**src/common/hmc_defs.svh**
```systemverilog
// Summary of operation
// - Each check bit makes its three information bits plus itself even.
// - Decode recomputes check bits; syndrome zero passes information unchanged.
// - Syndrome 001 flags check bit low only; information untouched.
// - Syndrome 010 flags check bit mid only; information untouched.
// - Syndrome 100 flags check bit high only; information untouched.
// - Syndrome 011 inverts information bit two.
// - Syndrome 101 inverts information bit one.
// - Syndrome 110 inverts information bit zero.
// - Syndrome 111 inverts information bit three.
// - Any single flipped codeword bit is recovered correctly.
// - Stored byte holds one seven-bit codeword plus one error flag bit.
// - Decoder acts as 128-entry lookup giving corrected information and syndrome.
`ifndef HMC_DEFS_SVH
`define HMC_DEFS_SVH

`define HMC_INFO_W     4
`define HMC_CHECK_W    3
`define HMC_CW_W       7
`define HMC_FLAG_POS   7
`define HMC_LUT_DEPTH  128
`define HMC_LATENCY    1

`define HMC_SYN_NONE   3'h0
`define HMC_SYN_CLOW   3'h1
`define HMC_SYN_CMID   3'h2
`define HMC_SYN_INFO2  3'h3
`define HMC_SYN_CHIGH  3'h4
`define HMC_SYN_INFO1  3'h5
`define HMC_SYN_INFO0  3'h6
`define HMC_SYN_INFO3  3'h7

`define HMC_FLIP_INFO0 4'h1
`define HMC_FLIP_INFO1 4'h2
`define HMC_FLIP_INFO2 4'h4
`define HMC_FLIP_INFO3 4'h8

`endif

```
**src/common/hmc_pkg.sv**
```systemverilog
`default_nettype none
package hmc_pkg;

    typedef logic [3:0] hmc_info_t;
    typedef logic [2:0] hmc_syn_t;

    typedef struct packed {
        logic check_bit_high;
        logic check_bit_mid;
        logic check_bit_low;
        logic info_bit_three;
        logic info_bit_two;
        logic info_bit_one;
        logic info_bit_zero;
    } hmc_cw_s;

    // Byte as it sits in one half of a stored word
    typedef struct packed {
        logic    err_flag;
        hmc_cw_s cw;
    } hmc_byte_s;

    typedef struct packed {
        hmc_info_t info;
        hmc_syn_t  syndrome;
        logic      err;
        logic      flag_upd;
    } hmc_dec_s;

    // Check bits high, mid, low for four information bits
    function automatic hmc_syn_t hmc_check(input hmc_info_t i);
        hmc_check = {i[0] ^ i[1] ^ i[3], i[0] ^ i[2] ^ i[3], i[1] ^ i[2] ^ i[3]};
    endfunction

endpackage
`default_nettype wire

```
**src/rtl/hmc_codec.sv**
```systemverilog
`timescale 1ns/1ps
`default_nettype none
`include "hmc_defs.svh"
module hmc_codec (
    input  wire logic               clk,
    input  wire logic               reset,
    input  wire logic               enc_valid,
    input  wire hmc_pkg::hmc_info_t enc_info,
    input  wire logic               enc_flag,
    output var  logic               enc_out_valid,
    output var  hmc_pkg::hmc_byte_s enc_out,
    input  wire logic               dec_valid,
    input  wire hmc_pkg::hmc_byte_s dec_in,
    output var  logic               dec_out_valid,
    output var  hmc_pkg::hmc_dec_s  dec_out,
    output var  logic               dec_err
);
    import hmc_pkg::*;

    // Syndrome-driven correction; equivalent to the full 128-entry table
    // but without storing it, since every entry follows from the syndrome
    function automatic hmc_dec_s hmc_correct(input hmc_cw_s cw);
        hmc_dec_s  d;
        hmc_info_t rx;
        hmc_info_t flip;
        rx   = {cw.info_bit_three, cw.info_bit_two, cw.info_bit_one, cw.info_bit_zero};
        flip = 4'h0;
        d.syndrome = hmc_check(rx) ^ {cw.check_bit_high, cw.check_bit_mid, cw.check_bit_low};
        case (d.syndrome)
            `HMC_SYN_INFO2: flip = `HMC_FLIP_INFO2;
            `HMC_SYN_INFO1: flip = `HMC_FLIP_INFO1;
            `HMC_SYN_INFO0: flip = `HMC_FLIP_INFO0;
            `HMC_SYN_INFO3: flip = `HMC_FLIP_INFO3;
            // Check-bit and clean syndromes leave data alone
            default:        flip = 4'h0;
        endcase
        d.info     = rx ^ flip;
        d.err      = (d.syndrome != `HMC_SYN_NONE);
        d.flag_upd = 1'b0;
        return d;
    endfunction

    wire hmc_syn_t  enc_check;
    wire hmc_byte_s enc_byte;
    wire hmc_dec_s  dec_raw;
    wire hmc_dec_s  dec_word;

    assign enc_check = hmc_check(enc_info);
    assign enc_byte  = {enc_flag, enc_check, enc_info};
    assign dec_raw   = hmc_correct(dec_in.cw);
    // Old flag kept sticky so a once-bad byte stays marked
    assign dec_word  = {dec_raw.info, dec_raw.syndrome, dec_raw.err, dec_in.err_flag | dec_raw.err};

    logic      enc_out_valid_ff;
    hmc_byte_s enc_out_ff;
    logic      dec_out_valid_ff;
    hmc_dec_s  dec_out_ff;
    logic      dec_err_ff;

    always_ff @(posedge clk)
    begin
        if (reset)
        begin
            enc_out_valid_ff <= 1'b0;
            enc_out_ff       <= '0;
        end
        else
        begin
            enc_out_valid_ff <= enc_valid;
            if (enc_valid)
            begin
                enc_out_ff <= enc_byte;
            end
        end
    end

    always_ff @(posedge clk)
    begin
        if (reset)
        begin
            dec_out_valid_ff <= 1'b0;
            dec_out_ff       <= '0;
            dec_err_ff       <= 1'b0;
        end
        else
        begin
            dec_out_valid_ff <= dec_valid;
            dec_err_ff       <= dec_valid & dec_word.err;
            if (dec_valid)
            begin
                dec_out_ff <= dec_word;
            end
        end
    end

    assign enc_out_valid = enc_out_valid_ff;
    assign enc_out       = enc_out_ff;
    assign dec_out_valid = dec_out_valid_ff;
    assign dec_out       = dec_out_ff;
    assign dec_err       = dec_err_ff;

    wire hmc_info_t out_cw_info;
    assign out_cw_info = {enc_out.cw.info_bit_three, enc_out.cw.info_bit_two,
                          enc_out.cw.info_bit_one, enc_out.cw.info_bit_zero};

    // Reference parity spelled out from the raw bits, apart from the shared
    // function, so a slip in that function cannot hide behind the checks above
    wire hmc_syn_t  ref_enc_check;
    wire hmc_syn_t  ref_dec_syn;
    wire hmc_info_t ref_fix;

    assign ref_enc_check = {enc_info[0] ^ enc_info[1] ^ enc_info[3],
                            enc_info[0] ^ enc_info[2] ^ enc_info[3],
                            enc_info[1] ^ enc_info[2] ^ enc_info[3]};
    assign ref_dec_syn   = {dec_in[6] ^ dec_in[0] ^ dec_in[1] ^ dec_in[3],
                            dec_in[5] ^ dec_in[0] ^ dec_in[2] ^ dec_in[3],
                            dec_in[4] ^ dec_in[1] ^ dec_in[2] ^ dec_in[3]};
    assign ref_fix       = {ref_dec_syn == `HMC_SYN_INFO3,
                            ref_dec_syn == `HMC_SYN_INFO2,
                            ref_dec_syn == `HMC_SYN_INFO1,
                            ref_dec_syn == `HMC_SYN_INFO0};
endmodule
`default_nettype wire

```
**config.mk**
```make
export PLATFORM = sky130hd
export DESIGN_NAME = hmc_codec
export DESIGN_NICKNAME = d
export VERILOG_FILES = /design/src/common/hmc_pkg.sv /design/src/rtl/hmc_codec.sv
export VERILOG_INCLUDE_DIRS = /design/src /design/src/common
export SDC_FILE = /design/constraint.sdc
export NUM_CORES = 1
export LEC_CHECK = 0
export BUFFER_PORTS_ARGS = -buffer_cell sky130_fd_sc_hd__buf_2
export CORE_MARGIN = 1.5
export CORE_UTILIZATION = 48
export CTS_CLUSTER_SIZE = 40
export DETAILED_ROUTE_END_ITERATION = 8
export GPL_TIMING_DRIVEN = 0
export PLACE_DENSITY_LB_ADDON = 0.1
export SYNTH_ARGS = -nofsm -noshare
export SYNTH_HDL_FRONTEND = slang
export SYNTH_SLANG_ARGS = --single-unit
```
**constraint.sdc**
```tcl
create_clock -name clk -period 1.5 [get_ports clk]
set_input_delay 0.075 -clock clk [delete_from_list [all_inputs] [get_ports clk]]
set_output_delay 0.075 -clock clk [all_outputs]
set_load 0.02 [all_outputs]
```
== After elaboration in Yosys (flattened, before gate mapping) ==
Cells that the tools add are included.

* Register bits: 20
* Bits of input ports: 17
* Output and inout port bits: 20

* Equal/unequal tests: 4
* Mux-type cells: 1
* Bitwise operators: 16
* Reduce and logical (&&, ||, !) cells: 1

{| class="wikitable"
|+ Operators with widths
! cell !! count
|-
| 4-bit one-hot mux with 4 select lines || 1
|-
| 1-bit bitwise XOR || 12
|-
| 3-bit equality test (second input constant) || 3
|-
| 4-bit bitwise XOR || 1
|-
| 3-bit by 2-bit equality test with 1-bit output (second input constant) || 1
|-
| 3-bit nonzero test || 1
|-
| 3-bit bitwise XOR || 1
|-
| 1-bit bitwise AND || 1
|-
| 1-bit OR || 1
|}

== Logic depth before layout (Yosys ltp) ==
Gate-level depths: netlist of run 1.

* Word-level depth: 6
* Depth in mapped cells: 5
* Depth with buffers taken out: 4

== Least setup slack after synthesis of run 1 ==
Ideal clock, no wire load.

* Path kind: input -> register
* Start: input port dec_in[3] (netlist bit)
* End: register dec_out_ff (netlist bit dec_out[6])
* Setup time: 0.063 ns
* Data arrival time: 1.179 ns
* Required time: 1.437 ns
* Path slack: 0.258 ns
* Stages: 5
* Cell sequence: clkbuf_2 -> xnor2_1 -> nand3_1 -> a2111oi_0 -> nand3b_1

* Word-level cells in the longest chain between the ends: 5

{| class="wikitable"
|+ RTL lines
! item !! line !! text
|-
| start: declaration || hmc_codec.sv:13 || <nowiki>input wire hmc_pkg::hmc_byte_s dec_in,</nowiki>
|-
| 1-bit bitwise XOR || hmc_pkg.sv:32 || <nowiki>hmc_check = {i[0] ^ i[1] ^ i[3], i[0] ^ i[2] ^ i[3], i[1] ^ i[2] ^ i[3]};</nowiki>
|-
| 3-bit bitwise XOR (*) || hmc_codec.sv:28 || <nowiki>d.syndrome = hmc_check(rx) ^ {cw.check_bit_high, cw.check_bit_mid, cw.check_bit_low};</nowiki>
|-
| 3-bit equality test or 3-bit by 2-bit equality test with 1-bit output (tied branches) || hmc_codec.sv:29 || <nowiki>case (d.syndrome)</nowiki>
|-
| 4-bit one-hot mux with 4 select lines (*) || hmc_codec.sv:29 ||
|-
| 4-bit bitwise XOR (*) || hmc_codec.sv:37 || <nowiki>d.info = rx ^ flip;</nowiki>
|-
| end signal: assignment || hmc_codec.sv:91 || <nowiki>dec_out_ff <= dec_word;</nowiki>
|-
| end: declaration || hmc_codec.sv:57 || <nowiki>hmc_dec_s dec_out_ff;</nowiki>
|}

Every way passes the cells marked *; elsewhere a longest branch is shown, timed or not.
A chain may end at the register's enable or synchronous reset.

== Worst setup path after layout of run 1 ==
* Start: input port dec_in[3] (netlist bit)
* End: register dec_out_ff (netlist bit dec_out[7])

The elaborated chain is that of the path after synthesis.

==> out/qor.csv, run 1 <==
stage;metric;value;unit
clock_tree;Num CTS Buffers;3;
floorplan;Die W;49.2;um
timing;RSZ-0062 raised after global routing;false;
logic_synthesis;Synth area leaders;dfxtp_1, xnor2_1, mux2i_1;
detailed_routing;Met2 Wirelength;944;um
setup_path;Crit path buffers/inverters;1;
timing;Worst Tran Pin Value;0.597;ns
logic_synthesis;top-count cell post-synth;dfxtp_1;
global_route;antenna violations before repair;0;
setup_path;reg2reg end;dec_out[6]$_SDFFE_PP0P_;
timing;Final setup viols;0;
setup_path;Top delay family on crit path;XOR/XNOR gates;
clock_tree;clk root buf;clkbuf_4;
layout;# diodes;0;
clock_tree;H-tree Lvls;1;
floorplan;row cnt;16;
logic_synthesis;Synth async-reset ratio;0;%
timing;final hold violations;0;
global_route;Global Route Usage Sum;19.9;%
logic_synthesis;Yosys top cell by area;dfxtp_1;
logic_synthesis;Synth Register Bits;20;
power_and_ir_drop;VDD IR-drop max;484;uV
setup_path;Setup crit start kind;input port;
run;# Max-Cap Violations;0;
clock_tree;hold_buf cts;0;
floorplan;die height;49.2;um
setup_path;worst path required time;1.75;ns
global_route;largest net degree at the start of global routing;12;
timing;Rel. slew slack;60.2;%
logic_synthesis;cell count after synthesis;119;
setup_path;Arrival @ worst endpoint;1.45;ns
logic_synthesis;Synthesized Nets;136;
detailed_routing;WL final;2180;um
layout;fin util;63.4;%
placed_design;port bufs;33;
detailed_routing;top sig layer;met4;
timing;max frequency;0.828;GHz
layout;share of cells above drive strength 1;25.6;%
global_route;GR Overflow Total;0;
detailed_routing;Antenna Nets Post-Route;0;
logic_synthesis;Synth Flop Type;dfxtp_1;
clock_tree;worst-skew pair later-pin latency;0.30;ns
logic_synthesis;Distinct cells, synth;21;
placed_design;Final HPWL DP;1630;um
setup_path;R2R cell count;3;
global_route;global-route wire length before repair;3680;um
logic_synthesis;post-synthesis sequential area ratio;39.2;%
detailed_routing;Via Count;972;
layout;area delta synth->final;23.0;%
detailed_routing;Iter 0 DRT Violations;20;
timing;Final Critical Period;1.21;ns
logic_synthesis;share of the synthesized area in the top cell type;39.2;%
power_and_ir_drop;leakage;0.558;nW
hold_path;worst min path class;input port to flop;
logic_synthesis;mapped cell area;1020;sq um
power_and_ir_drop;pwr/cell area;1000;nW/um^2
power_and_ir_drop;Power, Total;1.26;mW
detailed_routing;Wirelength per Cell;11.9;um
floorplan;Starting Density;51.6;%
layout;FILL cells;185;
timing;Max Clock Skew;0;ns
clock_tree;clk slew on worst S/H paths;0.11;ns
setup_path;Worst path slowest cell;xnor2_1;
clock_tree;Clock Tree Buf Depth;2;
layout;post-layout net count;174;
logic_synthesis;number of enable flip-flop cells after synthesis;0;
timing;TNS Setup;0;ns
logic_synthesis;Avg Synthesized Cell Area;8.59;sq um
clock_tree;cts repair resizes;0;
logic_synthesis;Yosys Warn Count;0;
setup_path;Worst path depth;5;
setup_path;CP startpoint;dec_in[3];
detailed_routing;drt first pass iters;4;
setup_path;crit end category;flop;
clock_tree;CTS tree;done;
setup_path;reg-to-reg slack, setup;0.69;ns
clock_tree;Sink Count;20;
global_route;vias in the first global route;830;
floorplan;Die Footprint;2420;sq um
floorplan;Placeable Area;1980;sq um
detailed_routing;WL met1;1050;um
placed_design;Final Wtd Congestion;0.847;
setup_path;Setup CP Type;input port to flop;
detailed_routing;met3 wire len;143;um
timing;Slew Viols, Final;0;
detailed_routing;DR DRC count;0;
status;status;complete, no violations;
timing;Final Cycle Share;80.6;%
clock_tree;post-CTS setup buffer count;0;
logic_synthesis;top cells by count, synth;dfxtp_1, nor2_1, nand3_1, xnor2_1;
detailed_routing;vias per cell;5.31;
setup_path;Critical Path, Cell by Cell;clkbuf_2 -> xnor2_1 -> nand3_1 -> a2111oi_0 -> nand3b_1;
setup_path;maximum fanout along the worst path;7;
setup_path;reg-to-reg critical path startpoint;dec_out[6]$_SDFFE_PP0P_;
setup_path;CP peak stage delay;0.49;ns
floorplan;IO Count;37;
setup_path;worst setup path end;dec_out[7]$_SDFFE_PP0P_;
[flip-flops by register name, summed over array words and instances, names as in the netlist]
register	count
dec_out_valid	1
enc_out_valid	1
dec_err	1
dec_out	9
enc_out	8
[layout by cell type, fill, tap and decap left out]
cell type / instances
clkbuf_1: 6
mux2i_1: 8
nor3_1: 2
clkbuf_8: 1
a2111oi_0: 2
a211oi_1: 2
buf_2: 33
nand2b_1: 2
inv_1: 1
xnor2_1: 10
a21oi_1: 5
dfxtp_1: 20
xor2_1: 3
clkbuf_2: 1
o211ai_1: 2
xor2_2: 2
nand3b_1: 2
clkbuf_4: 3
nand3_1: 14
nor2_1: 17
a311oi_1: 3
nand2_1: 8
nor3b_1: 6
nor2b_1: 3
[logic make-up after synthesis]
logic type,Yosys count,share of synthesized area [%]
and+or+nand+nor,54,25.9
DFF,20,39.2
xor gates and xnor gates,15,14.3
AOI/OAI and AO/OA,14,9.67
muxes,8,7.83
buffers and inverters,8,3.06
[metal layers]
metal	track usage [%]	up-vias
li1	-	484
met2	29.7	42
met3	3.07	5
met4	8.57	0
met5	0	-
met1	28.3	441
[worst min-delay path by stage]
stage               depth (start not counted)  slack (ns)        start                      end
floorplan                                   2        0.22  enc_info[0]  enc_out[0]$_SDFFE_PP0P_
global placement                            3        0.31     enc_flag  enc_out[7]$_SDFFE_PP0P_
detailed placement                          3        0.33     enc_flag  enc_out[7]$_SDFFE_PP0P_
CTS                                         3        0.01    dec_in[7]  dec_out[0]$_SDFFE_PP0P_
global route                                3       0.008     enc_flag  enc_out[7]$_SDFFE_PP0P_
finish                                      3        0.01     enc_flag  enc_out[7]$_SDFFE_PP0P_
[layout make-up]
cell class                 count  area [sq um]  share of cell area [%]
multi-input combinational     91           591                    47.0
inverter                       1          3.75                   0.299
tap                           27          33.8                    2.69
sequential                    20           400                    31.8
buffer                         7          27.5                    2.19
timing repair buffer          33           165                    13.1
clock buffer                   4          36.3                    2.89
[report_power, final]
group	internal [mW]	total, mW	switching [mW]	leakage [nW]
sequential	0.578	0.598	0.0198	0.166
combinational	0.131	0.351	0.221	0.371
clock	0.148	0.309	0.161	0.0210
total	0.857	1.26	0.401	0.558
[metrics by stage]
| stage | hold WS [ns] | worst slack (ns) | area [sq um] | std cells |
|---|---|---|---|---|
| 6_report | 0.0123 | 0.292 | 1260 | 183 |
| 5_1_grt | 0.00807 | 0.185 | 1260 | 183 |
| 4_1_cts | 0.0102 | 0.329 | 1260 | 183 |
| 3_5_place_dp | 0.334 | 0.0486 | 1220 | 179 |
| 3_3_place_gp | 0.310 | 0.0763 | 1220 | 179 |
| 2_1_floorplan | 0.223 | 0.258 | 1020 | 119 |
[tightest hold or removal path, cell delays in order]
cell and delay (ns):
buf_2 0.07, mux2i_1 0.06, nor2_1 0.07
Power figures use the tool's default switching activity.
==> inputs of run 2 (changes only) <==
--- a/config.mk
+++ b/config.mk
@@ -6,9 +6,10 @@
 export SDC_FILE = /design/constraint.sdc
 export NUM_CORES = 1
 export LEC_CHECK = 0
+export ABC_AREA = 1
 export BUFFER_PORTS_ARGS = -buffer_cell sky130_fd_sc_hd__buf_2
 export CORE_MARGIN = 1.5
-export CORE_UTILIZATION = 48
+export CORE_UTILIZATION = 49
 export CTS_CLUSTER_SIZE = 40
 export DETAILED_ROUTE_END_ITERATION = 8
 export GPL_TIMING_DRIVEN = 0
==> constraint.sdc (replaced) <==
create_clock -name clk -period 1.2 [get_ports clk]
set_input_delay 0.06 -clock clk [delete_from_list [all_inputs] [get_ports clk]]
set_output_delay 0.06 -clock clk [all_outputs]
set_load 0.02 [all_outputs]
==> run 2 against run 1 <==
  * Clock skew stayed put
  * Cell count grew 23%
  * Setup slack improved by 0.031 ns
  * Combinational power increased by 22%
  * Routed wire length up 2.1%
  * First-iteration DRC count rose by 35%
  * Count of clock-buffer cells in the layout is the same
  * Critical path depth shrank 4
  * Sequential power is 23% higher
  * Global-route usage is 1.2 points lower
  * Hold slack better by 0.0027 ns
  * Largest cell class unchanged
  * Largest power group unchanged
==> out/qor.csv, run 2 <==
stage;metric;value;unit;change
setup_path;Setup crit start kind;flop;;
hold_path;hold depth;3;;unchanged
floorplan;row cnt;16;;unchanged
hold_path;worst min path class;input port to flop;;
detailed_routing;drt first pass iters;4;;unchanged
logic_synthesis;number of enable flip-flop cells after synthesis;0;;unchanged
clock_tree;worst-skew pair later-pin latency;0.29;ns;about the same
logic_synthesis;Yosys top cell by area;dfxtp_1;;
placed_design;Final HPWL DP;1780;um;+9.4%
logic_synthesis;mapped cell area;1100;sq um;+7.3%
logic_synthesis;Synth Register Bits;20;;unchanged
detailed_routing;WL final;2230;um;+2.1%
floorplan;Placeable Area;2040;sq um;+3.0%
timing;Slew Viols, Final;0;;unchanged
detailed_routing;Via Count;1099;;+13%
placed_design;post-place setup slack;0.133;ns;+0.0846 ns
detailed_routing;vias per cell;4.86;;-8.4%
global_route;vias in the first global route;945;;+14%
logic_synthesis;Synth area leaders;dfxtp_1, nand2_1, nand2_4;;
clock_tree;hold_buf cts;1;;+1
setup_path;CP peak stage delay;0.36;ns;-0.13 ns
layout;share of cells above drive strength 1;32.7;%;+7.0 points
timing;Rel. slew slack;82.8;%;+23 points
clock_tree;clk root buf;clkbuf_4;;
clock_tree;CTS tree;done;;
timing;TNS Setup;0;ns;unchanged
timing;Final setup viols;0;;unchanged
power_and_ir_drop;pwr/cell area;1140;nW/um^2;+14%
global_route;GR Overflow Total;0;;unchanged
clock_tree;cts repair resizes;0;;unchanged
global_route;global-route wire length before repair;3790;um;+2.8%
run;# Max-Cap Violations;0;;unchanged
placed_design;Final Wtd Congestion;0.845;;-0.28%
logic_synthesis;Synthesized Nets;176;;+29%
power_and_ir_drop;VDD IR-drop max;972;uV;+100%
clock_tree;Sink Count;20;;unchanged
floorplan;die height;50.3;um;+2.4%
power_and_ir_drop;leakage;0.786;nW;+41%
layout;commonest non-fill, non-tap cells in the layout;nand2_1, buf_2, nor2_1;;
setup_path;Critical Path, Cell by Cell;buf_2;;
setup_path;maximum fanout along the worst path;2;;-5
timing;Final Cycle Share;73.1;%;
setup_path;crit end category;primary output;;
setup_path;Top delay family on crit path;flip-flops;;
placed_design;placed cells;221;;+23%
status;status;complete, no violations;;
clock_tree;Clock Tree Buf Depth;2;;unchanged
setup_path;Arrival @ worst endpoint;0.82;ns;-0.63 ns
detailed_routing;DR DRC count;0;;unchanged
floorplan;IO Count;37;;unchanged
timing;max frequency;1.14;GHz;
setup_path;R2R cell count;4;;+1
logic_synthesis;Avg Synthesized Cell Area;6.90;sq um;-20%
timing;final hold violations;0;;unchanged
detailed_routing;Antenna Nets Post-Route;0;;unchanged
power_and_ir_drop;Power, Total;1.55;mW;+23%
timing;Max Clock Skew;0;ns;unchanged
logic_synthesis;Distinct cells, synth;23;;+9.5%
floorplan;Die Footprint;2530;sq um;+4.8%
timing;Final Critical Period;0.877;ns;
global_route;Global Route Usage Sum;18.7;%;-1.2 points
layout;commonest non-fill, non-tap cell in the layout;nand2_1;;
floorplan;Die W;50.3;um;+2.4%
floorplan;Starting Density;53.7;%;+2.2 points
clock_tree;post-CTS setup buffer count;0;;unchanged
clock_tree;H-tree Lvls;1;;unchanged
timing;Worst Tran Pin Value;0.257;ns;-0.340 ns
setup_path;Worst path slowest cell;dfxtp_1;;
clock_tree;Num CTS Buffers;3;;unchanged
logic_synthesis;share of the synthesized area in the top cell type;36.5;%;-2.7 points
logic_synthesis;top cells by count, synth;nand2_1, nor2_1, dfxtp_1, inv_1, nand3_1;;
logic_synthesis;Yosys Warn Count;0;;unchanged
logic_synthesis;Synth async-reset ratio;0;%;unchanged
setup_path;Worst path depth;1;;-4
layout;non-filler cells, final;226;;+23%
setup_path;worst path required time;1.14;ns;-0.61 ns
timing;post-route setup slack;0.323;ns;+0.0313 ns
detailed_routing;Wirelength per Cell;9.86;um;-17%
layout;max reg flops;9;;unchanged
logic_synthesis;cell count after synthesis;159;;+34%
timing;RSZ-0062 raised after global routing;false;;
detailed_routing;Iter 0 DRT Violations;27;;+35%
logic_synthesis;top-count cell post-synth;nand2_1;;
layout;# diodes;0;;unchanged
global_route;largest net degree at the start of global routing;12;;unchanged
setup_path;Crit path buffers/inverters;1;;unchanged
setup_path;Setup CP Type;flop to primary output;;
clock_tree;clk slew on worst S/H paths;0.11;ns;about the same
logic_synthesis;post-synthesis sequential area ratio;36.5;%;-2.7 points
placed_design;port bufs;35;;+6.1%
global_route;antenna violations before repair;0;;unchanged
logic_synthesis;Synth Flop Type;dfxtp_1;;
layout;post-layout net count;217;;+25%
layout;area delta synth->final;23.3;%;
run 2: area by class of cell:
cell class,instances,area [sq um]
Fill cell,204,689
Multi-Input combinational cell,111,582
Sequential cell,20,400
Timing Repair Buffer,36,185
Inverter,25,97.6
Clock buffer,4,36.3
Tap cell,27,33.8
Buffer,3,17.5
run 2: final timing paths:
kind,startpoint,to,slack (ns)
worst max-delay path,dec_out[7]$_SDFFE_PP0P_,dec_out[7],0.32
worst min register to register,enc_out[1]$_SDFFE_PP0P_,enc_out[1]$_SDFFE_PP0P_,0.47
worst max register to register,dec_out[7]$_SDFFE_PP0P_,dec_out[7]$_SDFFE_PP0P_,0.55
worst min-delay path,enc_info[2],enc_out[2]$_SDFFE_PP0P_,0.01
run 2: kinds of logic (layout without fill, tap and decap cells):
logic type      Yosys count  after routing  share of synthesized area, %
compound gates           14             14                          7.64
xor+xnor                  3              3                          2.39
buf+inv                  28             68                          10.5
flops                    20             20                          36.5
simple gates             94             94                          43.0
run 2: per-layer routing:
layer / global-route usage [%] / vias up / part of all wire (%)
li1: - / 576 / -
met2: 31.6 / 36 / 46
met4: 1.35 / 0 / 0
met3: 5.36 / 0 / 7.1
met5: 0 / - / 0
met1: 24.8 / 487 / 47
run 2: stage by stage:
| stage | hold WS [ns] | instance area, sq um | util (%) |
|---|---|---|---|
| after detailed placement | 0.293 | 1310 | 64.0 |
| after CTS | 0.0153 | 1350 | 66.2 |
| final | 0.0149 | 1350 | 66.2 |
| after global placement | 0.286 | 1310 | 64.0 |
| after floorplan | 0.195 | 1100 | - |
| after global routing | 0.00385 | 1350 | 66.2 |
run 2: power by group:
| part | internal, mW | switching (mW) |
|---|---|---|
| sequential | 0.715 | 0.0232 |
| clock | 0.185 | 0.195 |
| combinational | 0.151 | 0.278 |
